$ cat src/afrd_consts.vh
`ifndef AFRD_CONSTS_VH
`define AFRD_CONSTS_VH

`define AFRD_DATA_W        16
`define AFRD_OSR_NORMAL    4'h8
`define AFRD_OSR_DOUBLE    4'h4
`define AFRD_CODE_POS_FS   16'h7FFF
`define AFRD_CODE_NEG_FS   16'h8000
`define AFRD_LEV_W         3
`define AFRD_FIFO_DEPTH    32
`define AFRD_FIFO_AW       5
`define AFRD_STARTUP_CLKS  4'h8
`define AFRD_SETTLE_STROBES 8'h2F
`define AFRD_CLK_PERIOD_NS 20

`endif

$ cat src/afrd_readout.v
`timescale 1ns/1ns
`default_nettype none
`include "afrd_consts.vh"
module afrd_readout (
    input  wire        clock,            // 50 MHz clock
    input  wire        rst,              // Sync reset, active high
    input  wire        power_down_n,     // Power-down, active low
    input  wire        double_rate_sel,  // Halve oversampling ratio
    input  wire [2:0]  buffer_level_sel, // Buffer level, 0 = no buffer
    input  wire [17:0] mod_sample,       // Modulator sample, signed
    input  wire        rd_n,             // Read enable, active low
    input  wire        cs_n,             // Chip select, active low
    output reg  [15:0] dout_o,           // Data output value
    output reg  [15:0] dout_oe,          // Data output enable
    output reg         data_ready_n,     // Data ready, active low
    output reg         out_of_range,     // Input beyond full scale
    output reg         data_settled,     // Settling interval elapsed
    output reg         overflow          // Buffer overrun seen
);
    ////////////////////////////////////////////////////////////////////////
    // Clip a wide sum to full-scale codes
    function [16:0] afrd_clip;
        input signed [21:0] acc;
        begin
            if (acc > $signed({6'h00, `AFRD_CODE_POS_FS})) begin
                afrd_clip = {1'b1, `AFRD_CODE_POS_FS};
            end else if (acc < $signed({6'h3F, `AFRD_CODE_NEG_FS})) begin
                afrd_clip = {1'b1, `AFRD_CODE_NEG_FS};
            end else begin
                afrd_clip = {1'b0, acc[15:0]};
            end
        end
    endfunction

    ////////////////////////////////////////////////////////////////////////
    // Decimator: boxcar average over the oversampling ratio
    reg  [3:0]         osr_cnt_reg;
    reg  signed [21:0] acc_reg;
    reg  [15:0]        word_reg;
    reg                word_valid_reg;
    reg  [3:0]         startup_reg;
    wire [3:0]         osr;
    wire signed [21:0] acc_sum;
    wire signed [21:0] avg;
    wire [16:0]        clipped;

    assign osr = double_rate_sel ? `AFRD_OSR_DOUBLE : `AFRD_OSR_NORMAL;
    assign acc_sum = acc_reg + {{4{mod_sample[17]}}, mod_sample};
    assign avg = double_rate_sel ? (acc_sum >>> 2) : (acc_sum >>> 3);
    assign clipped = afrd_clip(avg);

    always @(posedge clock) begin
        if (rst || !power_down_n) begin
            osr_cnt_reg    <= 4'h0;
            acc_reg        <= 22'h000000;
            word_reg       <= 16'h0000;
            word_valid_reg <= 1'b0;
            out_of_range   <= 1'b0;
        end else begin
            word_valid_reg <= 1'b0;
            if (osr_cnt_reg + 4'h1 >= osr) begin
                osr_cnt_reg    <= 4'h0;
                acc_reg        <= 22'h000000;
                word_reg       <= clipped[15:0];
                word_valid_reg <= 1'b1;
                out_of_range   <= clipped[16];
            end else begin
                osr_cnt_reg <= osr_cnt_reg + 4'h1;
                acc_reg     <= acc_sum;
            end
        end
    end

    ////////////////////////////////////////////////////////////////////////
    // Output buffer
    wire [15:0] fifo_data;
    wire        fifo_valid;
    wire        fifo_in_ready;
    wire [5:0]  fifo_count;
    reg         pop_reg;
    reg         rd_n_d_reg;
    wire        buffered;
    wire        read_edge;

    assign buffered  = (buffer_level_sel != 3'h0);
    // Word advances on each read release so the reader sees stable data
    assign read_edge = !rd_n_d_reg && rd_n && !cs_n;

    always @(posedge clock) begin
        if (rst) begin
            rd_n_d_reg <= 1'b1;
        end else begin
            rd_n_d_reg <= rd_n;
        end
    end

    always @* begin
        pop_reg = buffered && read_edge && fifo_valid;
    end

    afrd_fifo #(
        .WIDTH (`AFRD_DATA_W),
        .DEPTH (`AFRD_FIFO_DEPTH),
        .AW    (`AFRD_FIFO_AW)
    ) u_fifo (
        .clock     (clock),
        .rst       (rst || !buffered),
        .in_data   (word_reg),
        .in_valid  (word_valid_reg && buffered),
        .in_ready  (fifo_in_ready),
        .out_data  (fifo_data),
        .out_valid (fifo_valid),
        .out_ready (pop_reg),
        .count     (fifo_count)
    );

    ////////////////////////////////////////////////////////////////////////
    // Strobe and data pins
    reg  [5:0] period_cnt_reg;
    reg  [7:0] settle_cnt_reg;
    wire [5:0] period;

    assign period = {buffer_level_sel, 3'h0};

    always @(posedge clock) begin
        if (rst) begin
            data_ready_n   <= 1'b1;
            dout_o         <= 16'h0000;
            dout_oe        <= 16'h0000;
            period_cnt_reg <= 6'h00;
            settle_cnt_reg <= 8'h00;
            data_settled   <= 1'b0;
            overflow       <= 1'b0;
            startup_reg    <= 4'h0;
        end else begin
            dout_oe <= (!rd_n && !cs_n) ? 16'hFFFF : 16'h0000;
            if (startup_reg != `AFRD_STARTUP_CLKS) begin
                // Hold off first strobe so the reader can settle
                startup_reg <= startup_reg + 4'h1;
            end
            if (word_valid_reg && buffered && !fifo_in_ready) begin
                overflow <= 1'b1;
            end
            if (!buffered) begin
                // One word per strobe, strobe low for the first clock
                if (word_valid_reg && startup_reg == `AFRD_STARTUP_CLKS) begin
                    data_ready_n <= 1'b0;
                    dout_o       <= word_reg;
                    if (settle_cnt_reg != `AFRD_SETTLE_STROBES) begin
                        settle_cnt_reg <= settle_cnt_reg + 8'h01;
                    end
                end else if (osr_cnt_reg == 4'h1) begin
                    data_ready_n <= 1'b1;
                end
            end else begin
                if (period_cnt_reg + 6'h01 >= period) begin
                    period_cnt_reg <= 6'h00;
                end else begin
                    period_cnt_reg <= period_cnt_reg + 6'h01;
                end
                if (period_cnt_reg + 6'h01 >= period
                        && {3'h0, buffer_level_sel} <= fifo_count
                        && startup_reg == `AFRD_STARTUP_CLKS) begin
                    data_ready_n <= 1'b0;
                    if (settle_cnt_reg != `AFRD_SETTLE_STROBES) begin
                        settle_cnt_reg <= settle_cnt_reg + 8'h01;
                    end
                end else if (period_cnt_reg == 6'h00) begin
                    data_ready_n <= 1'b1;
                end
                dout_o <= fifo_data;
            end
            data_settled <= (settle_cnt_reg == `AFRD_SETTLE_STROBES);
        end
    end
endmodule
`default_nettype wire

$ cat src/afrd_fifo.v
`timescale 1ns/1ns
`default_nettype none
module afrd_fifo #(
    parameter WIDTH = 16,
    parameter DEPTH = 32,
    parameter AW    = 5
) (
    input  wire             clock,     // System clock
    input  wire             rst,       // Sync reset, active high
    input  wire [WIDTH-1:0] in_data,   // Write data
    input  wire             in_valid,  // Write request
    output wire             in_ready,  // Space available
    output wire [WIDTH-1:0] out_data,  // Head word
    output wire             out_valid, // Word available
    input  wire             out_ready, // Drain request
    output wire [AW:0]      count      // Words held
);
    reg [WIDTH-1:0] mem [0:DEPTH-1];
    reg [AW-1:0]    wr_ptr_reg;
    reg [AW-1:0]    rd_ptr_reg;
    reg [AW:0]      count_reg;
    wire            push;
    wire            pop;
    localparam [AW:0] FULL_COUNT = DEPTH;

    assign in_ready  = (count_reg != FULL_COUNT);
    assign out_valid = (count_reg != {(AW+1){1'b0}});
    assign out_data  = mem[rd_ptr_reg];
    assign count     = count_reg;
    assign push      = in_valid && in_ready;
    assign pop       = out_valid && out_ready;

    always @(posedge clock) begin
        if (push) begin
            mem[wr_ptr_reg] <= in_data;
        end
    end

    always @(posedge clock) begin
        if (rst) begin
            wr_ptr_reg <= {AW{1'b0}};
            rd_ptr_reg <= {AW{1'b0}};
            count_reg  <= {(AW+1){1'b0}};
        end else begin
            if (push) begin
                wr_ptr_reg <= wr_ptr_reg + 1'b1;
            end
            if (pop) begin
                rd_ptr_reg <= rd_ptr_reg + 1'b1;
            end
            if (push && !pop) begin
                count_reg <= count_reg + 1'b1;
            end else if (pop && !push) begin
                count_reg <= count_reg - 1'b1;
            end
        end
    end
endmodule
`default_nettype wire

$ cat config.mk
export PLATFORM = sky130hd
export DESIGN_NAME = afrd_readout
export DESIGN_NICKNAME = d
export VERILOG_FILES = /design/src/afrd_readout.v /design/src/afrd_fifo.v
export VERILOG_INCLUDE_DIRS = /design/src
export SDC_FILE = /design/constraint.sdc
export NUM_CORES = 1
export LEC_CHECK = 0
export ABC_AREA = 1
export BUFFER_PORTS_ARGS = -buffer_cell sky130_fd_sc_hd__buf_4
export CORE_UTILIZATION = 45
export DETAILED_ROUTE_END_ITERATION = 12
export GPL_ROUTABILITY_DRIVEN = 0
export PLACE_DENSITY = 0.64
export SLEW_MARGIN = 10
export SYNTH_ARGS = -nofsm -noshare
export SYNTH_HDL_FRONTEND = slang
export SYNTH_SLANG_ARGS = --single-unit
export TNS_END_PERCENT = 30
$ cat constraint.sdc
create_clock -name clock -period 4.55 [get_ports clock]
set_clock_uncertainty 0.2 [all_clocks]
set_input_delay 0.2275 -clock clock [delete_from_list [all_inputs] [get_ports clock]]
set_output_delay 0.2275 -clock clock [all_outputs]
set_load 0.05 [all_outputs]
# After elaboration in Yosys (flattened, before gate mapping)
# Memory sizes are Yosys's and may differ from the RTL's. A register that Yosys moved wholly into a read port is not among the register bits.
# Index checks and enable logic that the tools add are counted.
# Widths: inputs -> output; s select.
# totals
register_bits	114
inputBits	27
mem_bits_ro	0
latchBits	0
memories	1
ram_bits	512
# classes
magnitude_cmp	5
n_addsub	9
n_reduce_logical	33
n_bitwise	0
mux	24
n_eq_ne	8
n_mul	0
n_div	0
n_shift	0
# memory_table
name	depth	width	read_ports	rd_clocked_by_memory_dff	write_ports	line	rtl
u_fifo.mem	32	16	1	1	1	afrd_fifo.v:18	reg [WIDTH-1:0] mem [0:DEPTH-1];
# ops
cell	count
$mux 16	3
$mux 17	2
$mux 8	4
$add 22x22->22	1
$gt 20x16->1 const B	1
$lt 20x16->1 const B	1
$mux 19	1
$mux 6	3
$logic_and 1x1->1	14
$add 6x1->6 const B	2
$add 5x1->5 const B	2
$mux 5	2
$add 4x1->4 const B	2
$add 8x1->8 const B	1
$eq 8x6->1 const B	1
$logic_not 1->1	8
$mux 1	8
$ne 8x6->1 const B	1
$ge 6x6->1	1
$le 3x6->1	1
$logic_not 6->1	1
$ne 6x6->1 const B	1
$reduce_bool 3->1	2
$reduce_bool 6->1	1
other kinds (12)	15

# Depth between registers and ports, before layout
# Gate-level depths: netlist of run 1.
# logic_depth
ltp_word	9
mapped_depth	21
depth_no_buf	20

# By module
# From an unflattened synthesis of run 1, not the netlist that was laid out.
# unflattened
cells_unflattened	2691
area_unflattened_um2	27219.9
# by_module_without_submodules
mod	instances	area_each_um2	cells_per_inst
afrd_fifo	1	22092.4	1916
afrd_readout	1	5127.4	775

# Worst setup path after synthesis of run 1
# OpenSTA, ideal clock, no wires.
# synth_path
kind	register -> register
start	register u_fifo.count_reg[0] (netlist: u_fifo.count[0])
end	register u_fifo.count_reg[5] (netlist: u_fifo.count[5])
setup_time_ns	0.119
path_slack_ns	1.499
arrival_time_ns	2.732
n_path_buf	0
stages_incl_launch_ff	18
period_less_slack_ns	3.051
required_time_ns	4.231
cell_sequence	dfxtp_1 nor4_1 nand3_1 nand2_1 inv_1 ha_1 inv_1 ha_1 a21oi_1 and2_1 inv_1 a21oi_1 inv_1 a21oi_1 o21ai_0 a21o_1 o21ai_0 a21oi_1
# synth_between
word_cells_on_any_way	14
cone_classes	add/sub (2); eq/ne (1); mux (2); reduce/logical (9)
# synth_lines
item	line	rtl
from (decl)	afrd_fifo.v:21	reg [AW:0] count_reg;
from (signal assigned)	afrd_fifo.v:43	count_reg <= {(AW+1){1'b0}};
from (signal assigned)	afrd_fifo.v:52	count_reg <= count_reg + 1'b1;
from (signal assigned)	afrd_fifo.v:54	count_reg <= count_reg - 1'b1;
$ne 6x6->1 *	afrd_fifo.v:26	assign in_ready = (count_reg != FULL_COUNT);
$logic_and 1x1->1 *	afrd_fifo.v:30	assign push = in_valid && in_ready;
named net u_fifo.push	afrd_fifo.v:22	wire push;
$logic_not 1->1	afrd_fifo.v:53	end else if (pop && !push) begin
$logic_and 1x1->1	afrd_fifo.v:53	
$reduce_bool 2->1 (no source line)	-	
# Mark *: on every way through the listed nets, which the timed path passes. The rest lies on a longest branch. The select of a mux whose other input is x is not followed.
# A chain may end at the register's enable or synchronous reset.

# Final worst setup path of run 1
# Ends and elaborated chain as after synthesis.

==> results of run 1 <==
[worst max path at each step]
stage,end,cells after the start,slack (ns)
finish,u_fifo.count[5],17,0.92
global route,u_fifo.count[5],17,0.57
CTS,u_fifo.count[5],17,0.91
detailed placement,u_fifo.count[5],17,0.92
global placement,u_fifo.count[5],17,0.97
floorplan,u_fifo.count[5],17,1.50
[kinds of logic (layout without fill, tap and decap cells)]
group	count (synthesis)	after routing
flip-flops	616	616
adder cells (fa/ha/maj)	49	49
AO/OA/AOI/OAI	544	544
AND/OR/NAND/NOR	808	808
buffers and inverters	276	405
XOR/XNOR	26	26
[synthesized netlist by cell type, drive strengths merged (3+ instances only)]
| library cell | count | area, um^2 |
|---|---|---|
| a21oi | 64 | 324 |
| clkbuf | 103 | 387 |
| inv | 133 | 499 |
| nand3b | 3 | 22.5 |
| ha | 47 | 588 |
| nand3 | 127 | 656 |
| o21ai | 311 | 1560 |
| nor2 | 371 | 1410 |
| nand4 | 10 | 68.8 |
| nand2 | 271 | 1050 |
| nor3 | 15 | 86.3 |
| o22ai | 28 | 175 |
| nor4 | 3 | 18.8 |
| xnor2 | 13 | 114 |
| nor3b | 3 | 22.5 |
| buf | 38 | 238 |
| edfxtp | 512 | 15400 |
| a31oi | 6 | 37.5 |
| xor2 | 13 | 114 |
| a31o | 14 | 123 |
| o211ai | 11 | 82.6 |
| o221ai | 100 | 876 |
| dfxtp | 104 | 2080 |
[power breakdown]
part | total (mW) | internal [mW] | switching [mW]
Sequential | 6.17 | 6.12 | 0.0454
Combinational | 0.684 | 0.218 | 0.466
Clock | 5.33 | 3.20 | 2.13
[what timing repair did]
action / 4_1_cts / 5_1_grt
endpoints found under the hold margin: 59 / 0
gates resized for setup: 0 / 0
hold buffers: 25 / 0
buffers inserted: 0 / 0
[area by class of cell]
type	count	area [um^2]
clock buffer	92	1870
clock inverter	26	274
fill	4868	27000
inverter	135	514
multi-input combinational	1427	7490
sequential	616	17500
tap	756	946
timing repair buffer	152	1240
[layer usage]
| layer | vias to the layer above | wire length, um | track usage [%] |
|---|---|---|---|
| li1 | 8479 | - | - |
| met1 | 8925 | 29100 | 32.1 |
| met2 | 758 | 32300 | 37.3 |
| met3 | 112 | 5760 | 3.89 |
| met4 | 0 | 1790 | 7.97 |
| met5 | - | 0 | 0 |
[worst max-delay path, stage by stage (launching register included)]
cell     delay [ns]
dfxtp_1        0.38
nor4_1         0.42
nand3_1        0.18
nand2_1        0.28
inv_1          0.17
ha_1           0.24
inv_1          0.16
ha_1           0.32
a21oi_1        0.14
and2_1         0.17
inv_1          0.05
a21oi_1        0.12
inv_1          0.06
a21oi_1        0.15
o21ai_0        0.10
a21o_1         0.17
o21ai_0        0.15
a21oi_1        0.06
==> impl_metrics.env, run 1 <==
export IMPL_run_status="completed"
export IMPL_ys_ff_latch=616
export IMPL_synth_avg_cell_area_um2=11.2
export IMPL_grtUsageTotal_pct=23.3
export IMPL_cp_required_ns=4.83
export IMPL_start_kind="register"
export IMPL_min_path_type="in -> reg"
export IMPL_grt_pass1_wl_um=104000
export IMPL_synth_edf_count=512
export IMPL_synth_area_mux_share_pct=0
export IMPL_pin_count=63
export IMPL_utilization_pct=52.4
export IMPL_synthCells=2319
export IMPL_yosysWarnings=0
export IMPL_syn2layout_area_growth_pct=14.3
export IMPL_tightest_slew_ns=1.12
export IMPL_timing_rr_end="u_fifo.count[5]"
export IMPL_synth_cell_type_count=50
export IMPL_die_x_um=243
export IMPL_largest_reg_flops=512
export IMPL_core_um2=56800
export IMPL_layout_commonest_cell="edfxtp_1"
export IMPL_hold_end="acc_reg[9]"
export IMPL_fin_ws_ns=0.919
export IMPL_die_h_um=243
export IMPL_drc_errors=0
export IMPL_grt_pass1_vias=17400
export IMPL_arrival_ns=3.91
export IMPL_synth_xor_area_share_pct=0.874
export IMPL_drive_above_1_share_pct=10.6
export IMPL_max_slew_margin_rel_pct=25.2
export IMPL_vias_per_cell=5.70
export IMPL_start_util_pct=45.9
export IMPL_clock_sinks=616
export IMPL_cts_max_level=3
export IMPL_ant_nets=0
export IMPL_vias=18300
export IMPL_avgRoutedWirePerCell_um=21.5
export IMPL_cts_tree="built"
export IMPL_period_share_pct=79.8
export IMPL_tns_ns=0
export IMPL_synth_simple_area_share_pct=12.9
export IMPL_drtPass1Iterations=6
export IMPL_whs_ns=0.0204
export IMPL_synth_seq_area_share_pct=67.0
export IMPL_cts_made_buffers=66
export IMPL_cts_buffer_depth=3
export IMPL_final_cell_count_no_fill=3204
export IMPL_finalMaxSlewViolations=0
export IMPL_finalSetupViolCount=0
export IMPL_vdd_drop_max_uv=226
export IMPL_rsz0062_at_grt="false"
export IMPL_grt_antenna_before_repair=0
export IMPL_antennaDiodeCount=0
export IMPL_dp_cells=3061
export IMPL_crit_reg2reg_launch="u_fifo.count[0]"
export IMPL_ys_flop_type="edfxtp_1"
export IMPL_synthAdderAreaFrac_pct=2.41
export IMPL_leakagePower_nw=10.8
export IMPL_worstSkewPairLatency_ns=0.60
export IMPL_drv_cap=0
export IMPL_total_power_mw=12.2
export IMPL_crit_path_max_fanout=8
export IMPL_powerDensity_nw_per_um2=409
export IMPL_final_nets=2474
export IMPL_dp_hpwl_um=40000
export IMPL_grt_overflow_total=0
export IMPL_drtIter0Drc=1885
export IMPL_hold_viol=0
export IMPL_fin_crit_ns=3.63
export IMPL_startpoint="u_fifo.count[0]"
export IMPL_min_path_cells=4
export IMPL_pre_cts_slack_ns=0.917
export IMPL_final_cell_area_um2=29800
export IMPL_hp_start="mod_sample[9]"
export IMPL_die_area_um2=58900
export IMPL_place_area_um2=27400
export IMPL_cts_root_buf="clkbuf_16"
export IMPL_syn_cell_area_um2=26100
export IMPL_timing_fmax_ghz=0.275
export IMPL_rows=87
export IMPL_clkSlewWorstSetupHoldPaths_ns=0.06
export IMPL_syn_num_nets=2395
export IMPL_grt_max_degree=147
export IMPL_rr_worst_depth=17
export IMPL_synth_top_family_by_area="simple AND/OR/NAND/NOR gates"
export IMPL_port_buffers=62
export IMPL_ff2ff_setup_slack_ns=0.92
export IMPL_critPathKind="reg -> reg"
export IMPL_async_flop_share_pct=0
export IMPL_mostFrequentLayoutCells="edfxtp_1 (512), nor2_1 (365), o21ai_0 (308)"
export IMPL_critPathCaptureType="register"
export IMPL_synth_compound_area_share_pct=12.5
export IMPL_wirelength_um=69000
Note: power is estimated with default switching activity, not from simulation.
==> run 2, diff against run 1 <==
ABC_AREA = 0   (was 1)
PLACE_DENSITY = 0.66   (was 0.64)
clock period = 3.3 ns   (was 4.55 ns; I/O delays follow)
==> impl_metrics.env, run 2 <==
export IMPL_dp_hpwl_um=33800
export IMPL_ys_flop_type="edfxtp_1"
export IMPL_vdd_drop_max_uv=450
export IMPL_cts_root_buf="clkbuf_16"
export IMPL_yosys_area_top_type="edfxtp_1"
export IMPL_syn_cell_area_um2=25100
export IMPL_total_power_mw=16.9
export IMPL_tns_ns=0
export IMPL_vias_per_cell=5.63
export IMPL_powerDensity_nw_per_um2=575
export IMPL_min_path_cells=4
export IMPL_grt_pass1_wl_um=84300
export IMPL_cp_required_ns=3.57
export IMPL_pin_count=63
export IMPL_ys_ff_latch=616
export IMPL_finalMaxSlewViolations=0
export IMPL_fin_crit_ns=3.17
export IMPL_synth_avg_cell_area_um2=17.9
export IMPL_wirelength_um=55800
export IMPL_finalSetupViolCount=0
export IMPL_leakagePower_nw=10.0
export IMPL_yosysWarnings=0
export IMPL_drv_cap=0
export IMPL_start_util_pct=45.6
export IMPL_port_buffers=62
export IMPL_ant_nets=0
export IMPL_synthTopCellsByArea="edfxtp_1 (61%), mux4_2 (14%), dfxtp_1 (8.3%), ha_1 (2.3%), nor2_1 (1.6%)"
export IMPL_syn_num_nets=1483
export IMPL_dp_cells=2210
export IMPL_rr_worst_depth=10
export IMPL_clock_sinks=616
export IMPL_start_kind="register"
export IMPL_drive_above_1_share_pct=27.7
export IMPL_critPathKind="reg -> reg"
export IMPL_yosysTopAreaCellShare_pct=61.2
export IMPL_avgRoutedWirePerCell_um=23.7
export IMPL_layout_commonest_cell="edfxtp_1"
export IMPL_grt_overflow_total=0
export IMPL_final_nets=1634
export IMPL_timing_rr_end="acc_reg[16]"
export IMPL_timing_critical_path_mode_cell="nor2_1"
export IMPL_mostFrequentLayoutCells="edfxtp_1 (512), mux4_2 (160), buf_4 (130)"
export IMPL_max_slew_margin_rel_pct=20.6
export IMPL_final_cell_area_um2=29400
export IMPL_drc_errors=0
export IMPL_crit_path_max_fanout=6
export IMPL_cts_tree="built"
export IMPL_timing_fmax_ghz=0.315
export IMPL_final_cell_count_no_fill=2357
export IMPL_crit_chain="ha_1, a211oi_1, nor2_1, or3_4, a31o_4, a21o_1, a21oi_1, xor2_1, dlygate4sd3_1, nor2_1"
export IMPL_place_area_um2=26800
export IMPL_synth_seq_area_share_pct=69.5
export IMPL_synthCells=1407
export IMPL_run_status="completed"
export IMPL_cts_buffer_depth=3
export IMPL_rows=86
export IMPL_worstSkewPairLatency_ns=0.59
export IMPL_core_um2=55100
export IMPL_period_share_pct=96.2
export IMPL_critPathCaptureType="register"
export IMPL_utilization_pct=53.4
export IMPL_drtPass1Iterations=5
export IMPL_clkSlewWorstSetupHoldPaths_ns=0.06
export IMPL_hp_start="mod_sample[14]"
export IMPL_cts_max_level=3
export IMPL_die_x_um=238
export IMPL_hold_end="acc_reg[14]"
export IMPL_vias=13300
export IMPL_min_path_type="in -> reg"
export IMPL_slowest_delay_ns=0.61
export IMPL_cts_made_buffers=66
export IMPL_async_flop_share_pct=0
export IMPL_syn2layout_area_growth_pct=17.1
export IMPL_hold_viol=0
export IMPL_synth_edf_count=512
export IMPL_drtIter0Drc=1037
export IMPL_ff2ff_setup_slack_ns=0.13
export IMPL_grt_antenna_before_repair=0
export IMPL_grtUsageTotal_pct=20.2
export IMPL_rsz0062_at_grt="false"
export IMPL_synthTopCellsByCount="edfxtp_1 (512), mux4_2 (160), dfxtp_1 (104), nor2_1 (104), nand2_1 (49)"
export IMPL_die_h_um=238
export IMPL_die_area_um2=56800
export IMPL_crit_buf_inv=1
export IMPL_grt_max_degree=43
export IMPL_grt_pass1_vias=13700
export IMPL_arrival_ns=3.44
export IMPL_crit_reg2reg_launch="acc_reg[11]"
export IMPL_tightest_slew_ns=1.19
export IMPL_synth_cell_type_count=68
export IMPL_largest_reg_flops=512
export IMPL_antennaDiodeCount=0
export IMPL_cp_slowest_cell="dlygate4sd3_1"
export IMPL_cp_top_family="compound AO/OA/AOI/OAI gates"
export IMPL_synth_most_common_cell="edfxtp_1"
==> run 2: changes by cell type in the layout (fill, tap and decap cells not counted), moves of 16 or more <==
cell,previous run,this run
o21ai_0,308,15
nor2b_1,0,19
a211oi_1,2,19
a21oi_1,63,27
o22ai_1,28,0
nand2_1,261,49
nand3_1,123,30
mux4_2,0,160
a221o_1,0,16
nor2_1,365,104
inv_1,130,27
o221ai_1,100,0
a311oi_1,0,17
==> run 2: cells by family after synthesis <==
| logic type | synth area share [%] |
|---|---|
| flip-flops | 69.5 |
| AND/OR/NAND/NOR | 5.13 |
| multiplexers | 15.0 |
| AO/OA/AOI/OAI | 4.33 |
| buffers and inverters | 1.96 |
| adder cells (fa/ha/maj) | 2.50 |
| XOR/XNOR | 1.60 |
==> run 2: worst max path at each step <==
stage / from / to / slack [ns] / cells after the start
after floorplan: u_fifo.count[3] / u_fifo.count[5] / 0.10 / 16
after global placement: u_fifo.count[3] / u_fifo.count[5] / 0.01 / 16
after detailed placement: u_fifo.count[3] / u_fifo.count[5] / -0.10 / 16
after CTS: u_fifo.count[3] / u_fifo.count[5] / 0.003 / 16
after global routing: acc_reg[1] / word_reg[2] / 0.003 / 11
final: acc_reg[11] / acc_reg[16] / 0.13 / 10
==> run 2: layout make-up <==
type                    instances  area (um^2)
repair buffers                164         1410
fillers                      4388        25700
clock buffers                  84         1850
multi-input cells             681         7260
clock inverters                35          390
flip-flops and latches        616        17500
inverters                      29          109
well taps                     748          936
==> run 2: power by group <==
part           internal, mW  leakage, nW  switching (mW)
Combinational         0.318         3.20           0.454
Sequential             8.47         5.75           0.103
Clock                  4.60         1.10            2.96
Total                  13.4         10.0            3.52
==> run 2: metrics by stage <==
stage	worst slack [ns]	hold slack (ns)
3_3_place_gp	0.0105	0.137
5_1_grt	0.00320	0.0625
4_1_cts	0.00325	0.0106
2_1_floorplan	0.105	0.0366
6_report	0.126	0.0592
3_5_place_dp	-0.105	0.138
==> run 2: what timing repair did <==
item / CTS / global route
hold buffers: 25 / 0
resized for setup: 2 / 15
cloned: 0 / 0
setup buffers: 0 / 3
pin swaps: 0 / 6
hold endpoints to repair: 81 / 0
endpoints found under the setup margin: 1 / 19
==> run 2: worst register-to-register path, delay by kind of cell (launching register included) <==
kind            cells  cell delay (ns)
compound gates      4             0.84
buf+inv             1             0.61
simple gates        3             0.50
fa+ha+maj           1             0.36
flops               1             0.30
xor+xnor            1             0.23
==> run 2: metal layers <==
layer	routed length, um	global-route usage, %
met5	0	0
met4	1530	7.38
met3	3940	4.38
met2	27700	34.0
met1	22600	25.9
